### src/common/uedf_cfg.svh
// offsets, field positions and reset values of the descriptor block
// assumes a 32-bit AXI4-Lite slave, one byte register per aligned word
`ifndef UEDF_CFG_SVH
`define UEDF_CFG_SVH
// ==========================================================
// address map
`define UEDF_ADDR_IRQ_STAT 3'h0
`define UEDF_ADDR_IRQ_MASK 3'h1
`define UEDF_IDX_OSCNT 3'h0
`define UEDF_IDX_OSIZE 3'h1
`define UEDF_IDX_CNF 3'h2
`define UEDF_IDX_BASE 3'h3
`define UEDF_IDX_PCNT 3'h4
// ==========================================================
// field positions
`define UEDF_NAK 7
`define UEDF_BME 7
`define UEDF_ISO 6
`define UEDF_TGL 5
`define UEDF_DOUBLE_BUFFER_ENABLE 4
`define UEDF_STALL 3
`define UEDF_IE 2
// ==========================================================
// write masks, reset values and response codes
`define UEDF_SIZE_WMASK 8'h7F
`define UEDF_CNF_WMASK 8'hFC
`define UEDF_RST_OSCNT 8'h00
`define UEDF_RST_OSIZE 8'h00
`define UEDF_RST_CNF 8'h00
`define UEDF_RST_BASE 8'h00
`define UEDF_RST_PCNT 8'h80
`define UEDF_RESP_OK 2'h0
`define UEDF_RESP_ERR 2'h2
`endif

### src/common/uedf_pkg.sv
// types shared by the descriptor block and the buffer manager model
// assumes nothing beyond the cfg header
package uedf_pkg;
    // ======================================================
    // buffer manager answers
    typedef enum logic [2:0] {
        rsp_nak,
        rsp_stall,
        rsp_primary,
        rsp_second,
        rsp_off,
        rsp_ack
    } uedf_rsp_t;
endpackage : uedf_pkg

### src/rtl/uedf_ep.sv
// descriptor fields of one non-control endpoint
// assumes single-cycle event pulses from the same clock domain
`timescale 1ns/1ns
`include "uedf_cfg.svh"
module uedf_ep (
    // clock and reset
    input wire logic aclk,
    input wire logic aresetn,
    // register access
    input wire logic wr_en,
    input wire logic [2:0] wr_idx,
    input wire logic [7:0] wr_data,
    input wire logic [2:0] rd_idx,
    output logic [7:0] rd_data,
    // buffer manager events
    input wire logic stall_clr,
    input wire logic stall_set,
    input wire logic in_done,
    input wire logic in_done_primary,
    input wire logic out_done,
    input wire logic [6:0] out_cnt,
    // descriptor fields
    output logic [7:0] out_scnt_q,
    output logic [7:0] out_size_q,
    output logic [7:0] in_cnf_q,
    output logic [7:0] in_base_q,
    output logic [7:0] in_pcnt_q
);
    // ======================================================
    // next values
    wire we_oscnt = wr_en && (wr_idx == `UEDF_IDX_OSCNT);
    wire we_osize = wr_en && (wr_idx == `UEDF_IDX_OSIZE);
    wire we_cnf = wr_en && (wr_idx == `UEDF_IDX_CNF);
    wire we_base = wr_en && (wr_idx == `UEDF_IDX_BASE);
    wire we_pcnt = wr_en && (wr_idx == `UEDF_IDX_PCNT);
    wire [7:0] cnf_w = we_cnf ? (wr_data & `UEDF_CNF_WMASK) : in_cnf_q;
    // firmware set of stall beats the automatic clear
    wire stall_d = stall_set | (we_cnf ? wr_data[`UEDF_STALL] :
        (in_cnf_q[`UEDF_STALL] & ~stall_clr)); // RULE5 RULE6
    wire tgl_d = in_done ? ~in_cnf_q[`UEDF_TGL] : cnf_w[`UEDF_TGL]; // RULE8
    wire [7:0] cnf_d = {cnf_w[7:6], tgl_d, cnf_w[4], stall_d,
        cnf_w[2:0]};
    // received packet marks the buffer full, hardware wins
    wire [7:0] oscnt_d = out_done ? {1'b1, out_cnt} :
        (we_oscnt ? wr_data : out_scnt_q); // RULE1 RULE2
    wire [7:0] osize_d = we_osize ? (wr_data & `UEDF_SIZE_WMASK) :
        out_size_q; // RULE3
    wire [7:0] base_d = we_base ? wr_data : in_base_q; // RULE12 RULE13
    wire nak_d = in_done_primary |
        (we_pcnt ? wr_data[`UEDF_NAK] : in_pcnt_q[`UEDF_NAK]); // RULE16
    wire [6:0] pc_d = we_pcnt ? wr_data[6:0] : in_pcnt_q[6:0]; // RULE14
    // ======================================================
    // read selection
    assign rd_data = (rd_idx == `UEDF_IDX_OSCNT) ? out_scnt_q :
        (rd_idx == `UEDF_IDX_OSIZE) ? out_size_q :
        (rd_idx == `UEDF_IDX_CNF) ? in_cnf_q :
        (rd_idx == `UEDF_IDX_BASE) ? in_base_q : in_pcnt_q;
    // ======================================================
    // storage
    always_ff @(posedge aclk)
    begin
        if (!aresetn)
        begin
            out_scnt_q <= `UEDF_RST_OSCNT;
            out_size_q <= `UEDF_RST_OSIZE;
            in_cnf_q <= `UEDF_RST_CNF;
            in_base_q <= `UEDF_RST_BASE;
            in_pcnt_q <= `UEDF_RST_PCNT;
        end
        else
        begin
            out_scnt_q <= oscnt_d;
            out_size_q <= osize_d;
            in_cnf_q <= cnf_d;
            in_base_q <= base_d;
            in_pcnt_q <= {nak_d, pc_d};
        end
    end
endmodule : uedf_ep

### src/rtl/uedf_top.sv
// descriptor fields of endpoints 1 to 3 behind an AXI4-Lite slave
// assumes the buffer manager runs on aclk and pulses its events
//
// Function
// RULE1 - output secondary count is seven bits, 0 to 64 bytes
// RULE2 - output secondary flag set means full; host OUT gets NAK
// RULE3 - one seven-bit output buffer size; bit 7 reserved, reads zero
// RULE4 - interrupt enable bit raises completion interrupt per transaction; code raises it on IN completions only, never on OUT
// RULE5 - stall bit set by buffer manager, set or cleared by firmware
// RULE6 - firmware stall gives STALL handshake, then bit clears itself
// RULE7 - double buffer bit lets toggle pick primary or secondary
// RULE8 - toggle bit tracks DATA0/DATA1 sequence state
// RULE9 - firmware keeps isochronous bit at zero
// RULE10 - enable bit gates buffer manager use of the endpoint
// RULE11 - base register is address 10:3, low three bits zero
// RULE12 - base gives transaction start address, never changed by hardware
// RULE13 - firmware programs base before use; hardware never writes it
// RULE14 - input primary count is seven bits, 0 to 64 bytes
// RULE15 - input primary flag set means empty; host IN gets NAK
// RULE16 - IN completion sets NAK, flips toggle, raises enabled interrupt; code sets NAK on primary-buffer completions only
`timescale 1ns/1ns
`include "uedf_cfg.svh"
module uedf_top (
    // clock and reset
    input wire logic aclk,
    input wire logic aresetn,
    // axi4-lite write
    input wire logic [31:0] s_axi_awaddr,
    input wire logic s_axi_awvalid,
    output logic s_axi_awready,
    input wire logic [31:0] s_axi_wdata,
    input wire logic [3:0] s_axi_wstrb,
    input wire logic s_axi_wvalid,
    output logic s_axi_wready,
    output logic [1:0] s_axi_bresp,
    output logic s_axi_bvalid,
    input wire logic s_axi_bready,
    // axi4-lite read
    input wire logic [31:0] s_axi_araddr,
    input wire logic s_axi_arvalid,
    output logic s_axi_arready,
    output logic [31:0] s_axi_rdata,
    output logic [1:0] s_axi_rresp,
    output logic s_axi_rvalid,
    input wire logic s_axi_rready,
    // host IN requests
    input wire logic bm_in_req,
    input wire logic [1:0] bm_in_ep,
    output logic bm_in_valid_q,
    output uedf_pkg::uedf_rsp_t bm_in_rsp_q,
    output logic [10:0] bm_in_addr_q,
    output logic [6:0] bm_in_cnt_q,
    // host IN completion and stall
    input wire logic bm_in_done,
    input wire logic [1:0] bm_in_done_ep,
    input wire logic bm_in_done_second,
    input wire logic bm_stall_set,
    input wire logic [1:0] bm_stall_ep,
    // host OUT requests
    input wire logic bm_out_req,
    input wire logic [1:0] bm_out_ep,
    output logic bm_out_valid_q,
    output uedf_pkg::uedf_rsp_t bm_out_rsp_q,
    output logic [6:0] bm_out_size_q,
    // host OUT completion
    input wire logic bm_out_done,
    input wire logic [1:0] bm_out_done_ep,
    input wire logic [6:0] bm_out_done_cnt,
    // interrupt
    output logic irq
);
    // ======================================================
    // endpoint arrays, entry zero is a null endpoint
    logic [7:0] oscnt_a [0:3];
    logic [7:0] osize_a [0:3];
    logic [7:0] cnf_a [0:3];
    logic [7:0] base_a [0:3];
    logic [7:0] pcnt_a [0:3];
    logic [7:0] rd_a [0:3];
    wire [3:0] stall_clr_v;
    wire [3:0] stall_set_v;
    wire [3:0] done_v;
    wire [3:0] done_p_v;
    wire [3:0] odone_v;
    assign oscnt_a[0] = 8'h00;
    assign osize_a[0] = 8'h00;
    assign cnf_a[0] = 8'h00;
    assign base_a[0] = 8'h00;
    assign pcnt_a[0] = 8'h00;
    assign rd_a[0] = 8'h00;
    assign stall_clr_v[0] = 1'b0;
    assign stall_set_v[0] = 1'b0;
    assign done_v[0] = 1'b0;
    assign done_p_v[0] = 1'b0;
    assign odone_v[0] = 1'b0;

    // ======================================================
    // axi write path
    logic aw_hold_q;
    logic w_hold_q;
    logic [31:0] waddr_q;
    logic [7:0] wdata_q;
    logic wstrb_q;
    logic bvalid_q;
    logic [1:0] bresp_q;
    wire [1:0] w_ep = waddr_q[6:5];
    wire [2:0] w_idx = waddr_q[4:2];
    wire w_low = (waddr_q[31:7] == 25'h0000000) &&
        (waddr_q[1:0] == 2'h0);
    wire w_ep_ok = w_low && (w_ep != 2'h0) && (w_idx <= `UEDF_IDX_PCNT);
    wire w_glb_ok = w_low && (w_ep == 2'h0) &&
        (w_idx <= `UEDF_ADDR_IRQ_MASK);
    wire wr_fire = aw_hold_q && w_hold_q && !bvalid_q;
    // narrow registers live in byte lane zero only
    wire sw_wr = wr_fire && wstrb_q;
    wire stat_wr = sw_wr && w_glb_ok && (w_idx == `UEDF_ADDR_IRQ_STAT);
    wire mask_wr = sw_wr && w_glb_ok && (w_idx == `UEDF_ADDR_IRQ_MASK);
    assign s_axi_awready = !aw_hold_q;
    assign s_axi_wready = !w_hold_q;
    assign s_axi_bvalid = bvalid_q;
    assign s_axi_bresp = bresp_q;

    always_ff @(posedge aclk)
    begin
        if (!aresetn)
        begin
            aw_hold_q <= 1'b0;
            w_hold_q <= 1'b0;
            waddr_q <= 32'h00000000;
            wdata_q <= 8'h00;
            wstrb_q <= 1'b0;
        end
        else
        begin
            if (s_axi_awvalid && !aw_hold_q)
            begin
                aw_hold_q <= 1'b1;
                waddr_q <= s_axi_awaddr;
            end
            else if (wr_fire)
                aw_hold_q <= 1'b0;
            if (s_axi_wvalid && !w_hold_q)
            begin
                w_hold_q <= 1'b1;
                wdata_q <= s_axi_wdata[7:0];
                wstrb_q <= s_axi_wstrb[0];
            end
            else if (wr_fire)
                w_hold_q <= 1'b0;
        end
    end

    always_ff @(posedge aclk)
    begin
        if (!aresetn)
        begin
            bvalid_q <= 1'b0;
            bresp_q <= `UEDF_RESP_OK;
        end
        else if (wr_fire)
        begin
            bvalid_q <= 1'b1;
            bresp_q <= (w_ep_ok || w_glb_ok) ? `UEDF_RESP_OK :
                `UEDF_RESP_ERR;
        end
        else if (s_axi_bready)
            bvalid_q <= 1'b0;
    end

    // ======================================================
    // axi read path
    logic rvalid_q;
    logic [7:0] rdata_q;
    logic [1:0] rresp_q;
    logic [3:1] irq_stat_q;
    logic [3:1] irq_mask_q;
    wire [1:0] r_ep = s_axi_araddr[6:5];
    wire [2:0] r_idx = s_axi_araddr[4:2];
    wire r_low = (s_axi_araddr[31:7] == 25'h0000000) &&
        (s_axi_araddr[1:0] == 2'h0);
    wire r_ep_ok = r_low && (r_ep != 2'h0) && (r_idx <= `UEDF_IDX_PCNT);
    wire r_glb_ok = r_low && (r_ep == 2'h0) &&
        (r_idx <= `UEDF_ADDR_IRQ_MASK);
    wire [7:0] r_glb = (r_idx == `UEDF_ADDR_IRQ_STAT) ?
        {4'h0, irq_stat_q, 1'b0} : {4'h0, irq_mask_q, 1'b0};
    wire [7:0] r_byte = r_ep_ok ? rd_a[r_ep] : (r_glb_ok ? r_glb : 8'h00);
    wire rd_fire = s_axi_arvalid && !rvalid_q;
    assign s_axi_arready = !rvalid_q;
    assign s_axi_rvalid = rvalid_q;
    assign s_axi_rdata = {24'h000000, rdata_q};
    assign s_axi_rresp = rresp_q;

    always_ff @(posedge aclk)
    begin
        if (!aresetn)
        begin
            rvalid_q <= 1'b0;
            rdata_q <= 8'h00;
            rresp_q <= `UEDF_RESP_OK;
        end
        else if (rd_fire)
        begin
            rvalid_q <= 1'b1;
            rdata_q <= r_byte;
            rresp_q <= (r_ep_ok || r_glb_ok) ? `UEDF_RESP_OK :
                `UEDF_RESP_ERR;
        end
        else if (s_axi_rready)
            rvalid_q <= 1'b0;
    end

    // ======================================================
    // host IN decision
    wire in_ok = bm_in_req && (bm_in_ep != 2'h0);
    wire [7:0] in_cnf = cnf_a[bm_in_ep];
    wire [7:0] in_pcnt = pcnt_a[bm_in_ep];
    wire [7:0] in_base_sel = base_a[bm_in_ep];
    wire in_second = in_cnf[`UEDF_DOUBLE_BUFFER_ENABLE] && in_cnf[`UEDF_TGL]; // RULE7
    // disabled endpoint is refused before anything else is looked at
    wire uedf_pkg::uedf_rsp_t in_rsp = !in_cnf[`UEDF_BME] ?
        uedf_pkg::rsp_off : // RULE10
        in_cnf[`UEDF_STALL] ? uedf_pkg::rsp_stall : // RULE6
        in_second ? uedf_pkg::rsp_second : // RULE7
        in_pcnt[`UEDF_NAK] ? uedf_pkg::rsp_nak : // RULE15
        uedf_pkg::rsp_primary;
    logic [1:0] in_ep_q;
    logic [1:0] chk_ep_q;

    always_ff @(posedge aclk)
    begin
        if (!aresetn)
        begin
            bm_in_valid_q <= 1'b0;
            bm_in_rsp_q <= uedf_pkg::rsp_off;
            bm_in_addr_q <= 11'h000;
            bm_in_cnt_q <= 7'h00;
            in_ep_q <= 2'h0;
            chk_ep_q <= 2'h0;
        end
        else
        begin
            bm_in_valid_q <= in_ok;
            in_ep_q <= bm_in_ep;
            chk_ep_q <= bm_in_done_ep;
            if (in_ok)
            begin
                bm_in_rsp_q <= in_rsp;
                bm_in_addr_q <= {in_base_sel, 3'h0}; // RULE11 RULE12
                bm_in_cnt_q <= in_pcnt[6:0]; // RULE14
            end
        end
    end

    // ======================================================
    // host OUT decision
    wire out_ok = bm_out_req && (bm_out_ep != 2'h0);
    wire [7:0] out_sc = oscnt_a[bm_out_ep];
    wire [7:0] out_sz = osize_a[bm_out_ep];

    always_ff @(posedge aclk)
    begin
        if (!aresetn)
        begin
            bm_out_valid_q <= 1'b0;
            bm_out_rsp_q <= uedf_pkg::rsp_nak;
            bm_out_size_q <= 7'h00;
        end
        else
        begin
            bm_out_valid_q <= out_ok;
            if (out_ok)
            begin
                bm_out_rsp_q <= out_sc[`UEDF_NAK] ? uedf_pkg::rsp_nak :
                    uedf_pkg::rsp_ack; // RULE2
                bm_out_size_q <= out_sz[6:0]; // RULE3
            end
        end
    end

    // ======================================================
    // endpoint slices
    for (genvar i = 1; i < 4; i++)
    begin : g_ep
        assign stall_clr_v[i] = in_ok && (bm_in_ep == 2'(i)) &&
            in_cnf[`UEDF_BME] && in_cnf[`UEDF_STALL]; // RULE6
        assign stall_set_v[i] = bm_stall_set &&
            (bm_stall_ep == 2'(i)); // RULE5
        assign done_v[i] = bm_in_done && (bm_in_done_ep == 2'(i));
        assign done_p_v[i] = done_v[i] && !bm_in_done_second; // RULE16
        assign odone_v[i] = bm_out_done && (bm_out_done_ep == 2'(i));
        uedf_ep u_ep (
            .aclk(aclk),
            .aresetn(aresetn),
            .wr_en(sw_wr && w_ep_ok && (w_ep == 2'(i))),
            .wr_idx(w_idx),
            .wr_data(wdata_q),
            .rd_idx(r_idx),
            .rd_data(rd_a[i]),
            .stall_clr(stall_clr_v[i]),
            .stall_set(stall_set_v[i]),
            .in_done(done_v[i]),
            .in_done_primary(done_p_v[i]),
            .out_done(odone_v[i]),
            .out_cnt(bm_out_done_cnt),
            .out_scnt_q(oscnt_a[i]),
            .out_size_q(osize_a[i]),
            .in_cnf_q(cnf_a[i]),
            .in_base_q(base_a[i]),
            .in_pcnt_q(pcnt_a[i])
        );
    end

    // ======================================================
    // completion interrupt
    wire [3:1] irq_set = {cnf_a[3][`UEDF_IE], cnf_a[2][`UEDF_IE],
        cnf_a[1][`UEDF_IE]} & done_v[3:1]; // RULE4 RULE16
    // a completion landing on the clearing write still counts
    wire [3:1] stat_d = irq_set |
        (irq_stat_q & ~(stat_wr ? wdata_q[3:1] : 3'h0));
    assign irq = |(irq_stat_q & irq_mask_q);

    always_ff @(posedge aclk)
    begin
        if (!aresetn)
        begin
            irq_stat_q <= 3'h0;
            irq_mask_q <= 3'h0;
        end
        else
        begin
            irq_stat_q <= stat_d;
            irq_mask_q <= mask_wr ? wdata_q[3:1] : irq_mask_q;
        end
    end

    wire [7:0] done_cnf = cnf_a[bm_in_done_ep];
    wire done_tgl = done_cnf[`UEDF_TGL];
    wire done_ie = done_cnf[`UEDF_IE];
endmodule : uedf_top

### config.mk
export PLATFORM = sky130hd
export DESIGN_NAME = uedf_top
export DESIGN_NICKNAME = d
export VERILOG_FILES = /design/src/common/uedf_pkg.sv /design/src/rtl/uedf_ep.sv /design/src/rtl/uedf_top.sv
export VERILOG_INCLUDE_DIRS = /design/src /design/src/common
export SDC_FILE = /design/constraint.sdc
export NUM_CORES = 1
export LEC_CHECK = 0
export ABC_CLOCK_PERIOD_IN_PS = 7790
export CORE_MARGIN = 8
export CORE_UTILIZATION = 47
export CTS_CLUSTER_DIAMETER = 40
export CTS_CLUSTER_SIZE = 25
export DETAILED_ROUTE_END_ITERATION = 8
export DONT_BUFFER_PORTS = 1
export HOLD_SLACK_MARGIN = 0.1
export PLACE_DENSITY_LB_ADDON = 0.12
export SYNTH_ARGS = -nofsm -noshare
export SYNTH_HDL_FRONTEND = slang
export SYNTH_HIERARCHICAL = 1
export SYNTH_SLANG_ARGS = --single-unit
### constraint.sdc
create_clock -name aclk -period 7.79 [get_ports aclk]
set_clock_uncertainty 0.2 [all_clocks]
set_input_delay 2.337 -clock aclk [delete_from_list [all_inputs] [get_ports aclk]]
set_output_delay 2.337 -clock aclk [all_outputs]
set_load 0.01 [all_outputs]
==> reports/results.ini, run 1 <==
[placed_design]
io_buffers=0
gp_congestion=0.811
dp_hpwl_mm=19.9
place_ws_ns=3.40

[cts]
cts_sinks=200
cts-buffers-inserted=17
cts_root_buf=clkbuf_16
cts_setup_buffers=0
cts_htree_levels=4
cts_hold_buf=0
cts_tree=done
clk_latency_ns=0.45
cts_resized=0
cts_buffer_depth=2
clk_pin_slew_ns=0.08

[global_route]
grt_pass1_vias=7333
grt_max_degree=179
grt_pass1_wl_mm=44.3
grt_usage_pct=22.0
antenna_found_initial=0
grt.overflow.total=0

[status]
status=finished, final reports clean

[floorplanning]
row_count=52
die_h_um=160
io_pins=205
die_area_um2=25500
die_w_um=160
core_um2=20200
initial_utilization_pct=47.9

[pwr]
p_int_mw=1.58
powerDensity_nw_per_um2=208
power_frac_comb_pct=6.6
p_switching_mw=0.574
p_clk_share_pct=42.5
leakagePower_nw=3.69
swShare_pct=26.7
sequentialPowerShare_pct=51.0
peakVddDrop_v=0.000143

[setup_path]
path_class=in -> reg
critPathMaxFanout=33
cp_slowest_cell=a221oi_1
crit_path_start_kind=input port
max_stage_delay_ns=0.52
worstPathRequired_ns=7.93
cp_data_arrival_time_ns=4.13
cp_cell_sequence=mux2_2 -> a221oi_1 -> a21oi_1 -> mux2i_1 -> a21oi_1 -> mux2_2 -> a22o_1
end_kind=flip-flop

[sta]
max_slew_margin_pct=21.6
hold_viol=0
fmax_mhz=250
worst_slack_ns=3.79
layout_worst_path_cycle_share_pct=51.3
finalSetupViolCount=0
fin_crit_ns=4.00
whs_ns=0.256
fin_tns_setup_ns=0
rsz0062_at_grt=false
slew_viol_final=0
worst_pin_slew_ns=1.17

[detailed_routing]
routed_wl_mm=28.7
drc=0
antenna_left=0
num_vias=7730
drt_pre_antenna_iters=8
vias_per_cell=5.81
wire_per_inst_um=21.6
drt_iter0_drc=702

[logic_synthesis]
syn_area_per_cell_um2=8.86
synth_area_um2=9700
yosysWarnings=6
syn_inst=1095

[layout]
layout.nets=1178
drive_gt1_share_pct=11.1
area_growth_pct=6.44
antenna_cells=0

[job]
maxCapViolCount=0

[worst_hold_path]
hold_path.class=reg -> reg

## worst paths after layout
check	slack (ns)	cells after the start	from	end
setup / recovery	3.79	7	s_axi_araddr[3]	rdata_q[1]
hold / removal	0.26	2	waddr_q[24]	waddr_q[24]
setup reg to reg	4.23	8	waddr_q[22]	g_ep[3].u_ep/in_pcnt_q[7]
hold reg to reg	0.26	2	waddr_q[24]	waddr_q[24]
## power by group through the flow
stage / Sequential, mW / Combinational (mW) / Clock [mW]
after CTS: 1.10 / 0.142 / 0.928
after global placement: 1.12 / 0.139 / 0
after detailed placement: 1.12 / 0.141 / 0
after global routing: 1.10 / 0.159 / 0.966
final: 1.10 / 0.141 / 0.913
after floorplan: 1.10 / 0.151 / 0
## layout by cell type (no fill, tap or decap), types with 6 or more instances in the layout
cell	instances
a211oi_1	8
a21boi_0	7
a21boi_1	36
a21o_1	6
a21oi_1	57
a221oi_1	6
a31oi_1	6
buf_4	8
clkbuf_16	17
conb_1	30
dfxtp_1	200
inv_1	25
inv_6	6
mux2_2	32
mux2i_1	88
mux4_2	15
nand2_1	161
nand3_1	52
nor2_1	56
nor2b_1	7
nor3_1	8
nor4_2	9
o21ai_0	101
o21ai_1	25
## worst max-delay path: cells and delay by family
family,cells,cell delay (ns)
compound gates,4,0.92
mux,3,0.85
## sequential cells by signal, indices dropped and copies added (netlist names), 3 cells and up
register and flops:
g_ep.u_ep/out_scnt_q 24, irq_stat_q 3, g_ep.u_ep/in_pcnt_q 24, bm_out_size_q 7, g_ep.u_ep/in_cnf_q 18, waddr_q 32, bm_in_cnt_q 7, bm_in_addr_q 8
g_ep.u_ep/out_size_q 21, irq_mask_q 3, rdata_q 8, wdata_q 8, bm_in_rsp_q 3, g_ep.u_ep/in_base_q 24
## layer usage
| layer | up-vias | wire, um | GRT usage (%) |
|---|---|---|---|
| met1 | 3695 | 13100 | 30.0 |
| met3 | 37 | 2050 | 5.48 |
| li1 | 3736 | - | - |
| met4 | 0 | 737 | 8.06 |
| met2 | 262 | 12800 | 33.1 |
| met5 | - | 0 | 0 |
## through the flow
| step | instance area [um^2] | utilization, % | instances | power [mW] |
|---|---|---|---|---|
| global route | 10300 | 51.0 | 1331 | 2.23 |
| CTS | 10300 | 51.0 | 1331 | 2.17 |
| floorplan | 9810 | - | 1124 | 1.26 |
| detailed placement | 9720 | 48.0 | 1299 | 1.26 |
| finish | 10300 | 51.0 | 1331 | 2.15 |
| global placement | 9720 | 48.0 | 1299 | 1.26 |
## cell type report
type	count	area (um^2)
Fill cell	1975	9910
Multi-Input combinational cell	795	5220
Sequential cell	200	4000
Clock buffer	17	425
Tap cell	270	338
Clock inverter	15	174
Inverter	26	97.6
Timing Repair Buffer	8	60.1
Note: power is estimated with default switching activity, not from simulation.
==> inputs of run 2 (changes only) <==
- ABC_CLOCK_PERIOD_IN_PS: 7790 -> 3790
- clock period: 7.79 -> 3.79 ns (I/O delays scaled with it)
==> run 2 against run 1 <==
Worst setup slack got worse by 3.1 ns. Design area increased by 0.58%. Global-route usage rose by 0.12 points. Sequential share of layout area fell by 0.22 points. Sequential cell count did not move. Final cell count up 0.83%. Largest power group unchanged.
==> reports/results.ini, run 2 (synthesized netlist as in run 1, its figures left out) <==
[status]
status=finished, final reports clean

[sta]
hold_viol=0  ; unchanged
fin_crit_ns=3.08
layout_worst_path_cycle_share_pct=81.4
slew_viol_final=0  ; unchanged
fmax_mhz=324
rsz0062_at_grt=false
fin_tns_setup_ns=0  ; unchanged
max_slew_margin_pct=42.6  ; +21 points
worst_pin_slew_ns=0.859  ; -0.311 ns
finalSetupViolCount=0  ; unchanged

[worst_hold_path]
hold_start=waddr_q[29]
whs_endpoint=waddr_q[29]
hold_path.class=reg -> reg
whs_path_depth=2  ; unchanged

[setup_path]
cp_common_cell=and3b_1
cp_slowest_cell=nor4bb_2
critPathMaxFanout=5  ; -85%
r2r_start=s_axi_bvalid
ff2ff_path_depth=7  ; -1
cp_data_arrival_time_ns=3.20  ; -0.93 ns
end_kind=flip-flop
worst-path-buf-inv=0  ; unchanged
crit_path_start_kind=flip-flop
cp_cell_sequence=and3b_1 -> nand4_1 -> nor3_1 -> and3b_1 -> nor4bb_2 -> mux2_2 -> or3_1
path_class=reg -> reg
max_stage_delay_ns=0.44  ; -0.08 ns
reg2reg_slack_ns=0.71  ; -3.52 ns
r2r_end=g_ep[2].u_ep/in_pcnt_q[7]
worstPathRequired_ns=3.91  ; -4.02 ns
crit_family=simple AND/OR/NAND/NOR gates

[cts]
clk_pin_slew_ns=0.08  ; about the same
cts_sinks=200  ; unchanged
cts_hold_buf=0  ; unchanged
cts_root_buf=clkbuf_16
clk_latency_ns=0.44  ; about the same
cts_buffer_depth=2  ; unchanged
cts_resized=0  ; unchanged
cts-buffers-inserted=17  ; unchanged
cts_setup_buffers=0  ; unchanged
cts_htree_levels=4  ; unchanged
cts_tree=done

[pwr]
p_switching_mw=1.16  ; +100%
sequentialPowerShare_pct=51.2  ; +0.2 points
leakagePower_nw=3.73  ; +1.1%
p_clk_share_pct=42.2  ; -0.3 points
power_frac_comb_pct=6.6  ; about the same
swShare_pct=26.4  ; -0.27 points
powerDensity_nw_per_um2=424  ; +100%
peakVddDrop_v=0.000278  ; +95%
p_int_mw=3.24  ; +110%

[layout]
final_util_pct=51.3  ; +0.30 points
regMostFlops=waddr_q
multi_input_area_um2=5200  ; -0.34%
largest_register_ffs=32  ; unchanged
area_growth_pct=7.06
layout.nets=1188  ; +0.85%
mostFrequentLayoutCell=dfxtp_1
nFillCells=1977  ; +0.10%
mostFrequentLayoutCells=200 x dfxtp_1, 161 x nand2_1, 101 x o21ai_0
seq_area_um2=4000  ; unchanged
drive_gt1_share_pct=12.0  ; +0.83 points

[job]
maxCapViolCount=0  ; unchanged

[floorplanning]
die_w_um=160  ; unchanged
initial_utilization_pct=47.9  ; unchanged
die_h_um=160  ; unchanged
io_pins=205  ; unchanged
die_area_um2=25500  ; unchanged
row_count=52  ; unchanged
core_um2=20200  ; unchanged

[detailed_routing]
num_vias=7768  ; +0.49%
drt_iter0_drc=680  ; -3.1%
drt_pre_antenna_iters=6  ; -2
routed_wl_mm=28.9  ; +0.74%
vias_per_cell=5.79  ; -0.33%
wire_per_inst_um=21.6  ; about the same
drc=0  ; unchanged
antenna_left=0  ; unchanged

[global_route]
grt.overflow.total=0  ; unchanged
grt_pass1_wl_mm=44.3  ; about the same
antenna_found_initial=0  ; unchanged
grt_max_degree=179  ; unchanged
grt_pass1_vias=7299  ; -0.46%
grt_usage_pct=22.1  ; +0.12 points

[placed_design]
io_buffers=0  ; unchanged
gp_congestion=0.814  ; +0.36%
dp_hpwl_mm=20.0  ; +0.88%

[run 2: changes by cell type in the layout (fill, tap and decap cells not counted), sizes merged]
cell / previous run / this run
buf: 8 / 18
diode: 0 / 1
inv: 36 / 35
clkinvlp: 0 / 1
[run 2: layer usage]
metal	part of all wire [%]	GRT usage [%]	up-vias
li1	-	-	3763
met1	47	30.3	3743
met2	45	34.3	238
met3	6.3	4.83	24
met4	1.9	6.56	0
met5	0	0	-
[run 2: stage by stage]
step / area [um^2] / hold slack (ns) / total power [mW] / setup WS [ns] / cells
CTS: 10400 / 0.258 / 4.44 / 0.776 / 1341
floorplan: 9810 / 0.235 / 2.58 / 0.740 / 1124
global placement: 9780 / 0.244 / 2.59 / 0.602 / 1309
global route: 10400 / 0.278 / 4.58 / 0.536 / 1341
detailed placement: 9780 / 0.247 / 2.60 / 0.614 / 1309
finish: 10400 / 0.255 / 4.41 / 0.706 / 1342
[run 2: worst max path at each step]
stage	from	to	slack, ns	cells past startpoint
finish	s_axi_bvalid	g_ep[2].u_ep/in_pcnt_q[7]	0.71	7
global route	waddr_q[22]	g_ep[3].u_ep/in_pcnt_q[7]	0.54	7
CTS	waddr_q[22]	g_ep[2].u_ep/in_pcnt_q[7]	0.78	7
detailed placement	s_axi_araddr[3]	rdata_q[1]	0.61	7
global placement	s_axi_araddr[3]	rdata_q[1]	0.60	7
floorplan	s_axi_araddr[3]	rdata_q[2]	0.74	7
[run 2: worst min-delay path: stages (launching register included)]
cell and delay [ns]:
dfxtp_1 0.32, nand2_1 0.05, a21boi_1 0.05
[run 2: power by group through the flow]
stage          logic, mW  registers (mW)  clock network, mW
2_1_floorplan      0.310            2.27                  0
3_3_place_gp       0.287            2.30                  0
3_5_place_dp       0.291            2.31                  0
4_1_cts            0.292            2.26               1.89
5_1_grt            0.327            2.27               1.98
6_report           0.292            2.26               1.86
[run 2: layout make-up]
cell class / count / share of cell area, %
timing repair buffer: 18 / 1.30
inverter: 26 / 0.940
multi-input combinational: 795 / 50.1
antenna: 1 / 0.0241
tap: 270 / 3.25
clock inverter: 15 / 1.68
sequential: 200 / 38.6
clock buffer: 17 / 4.10
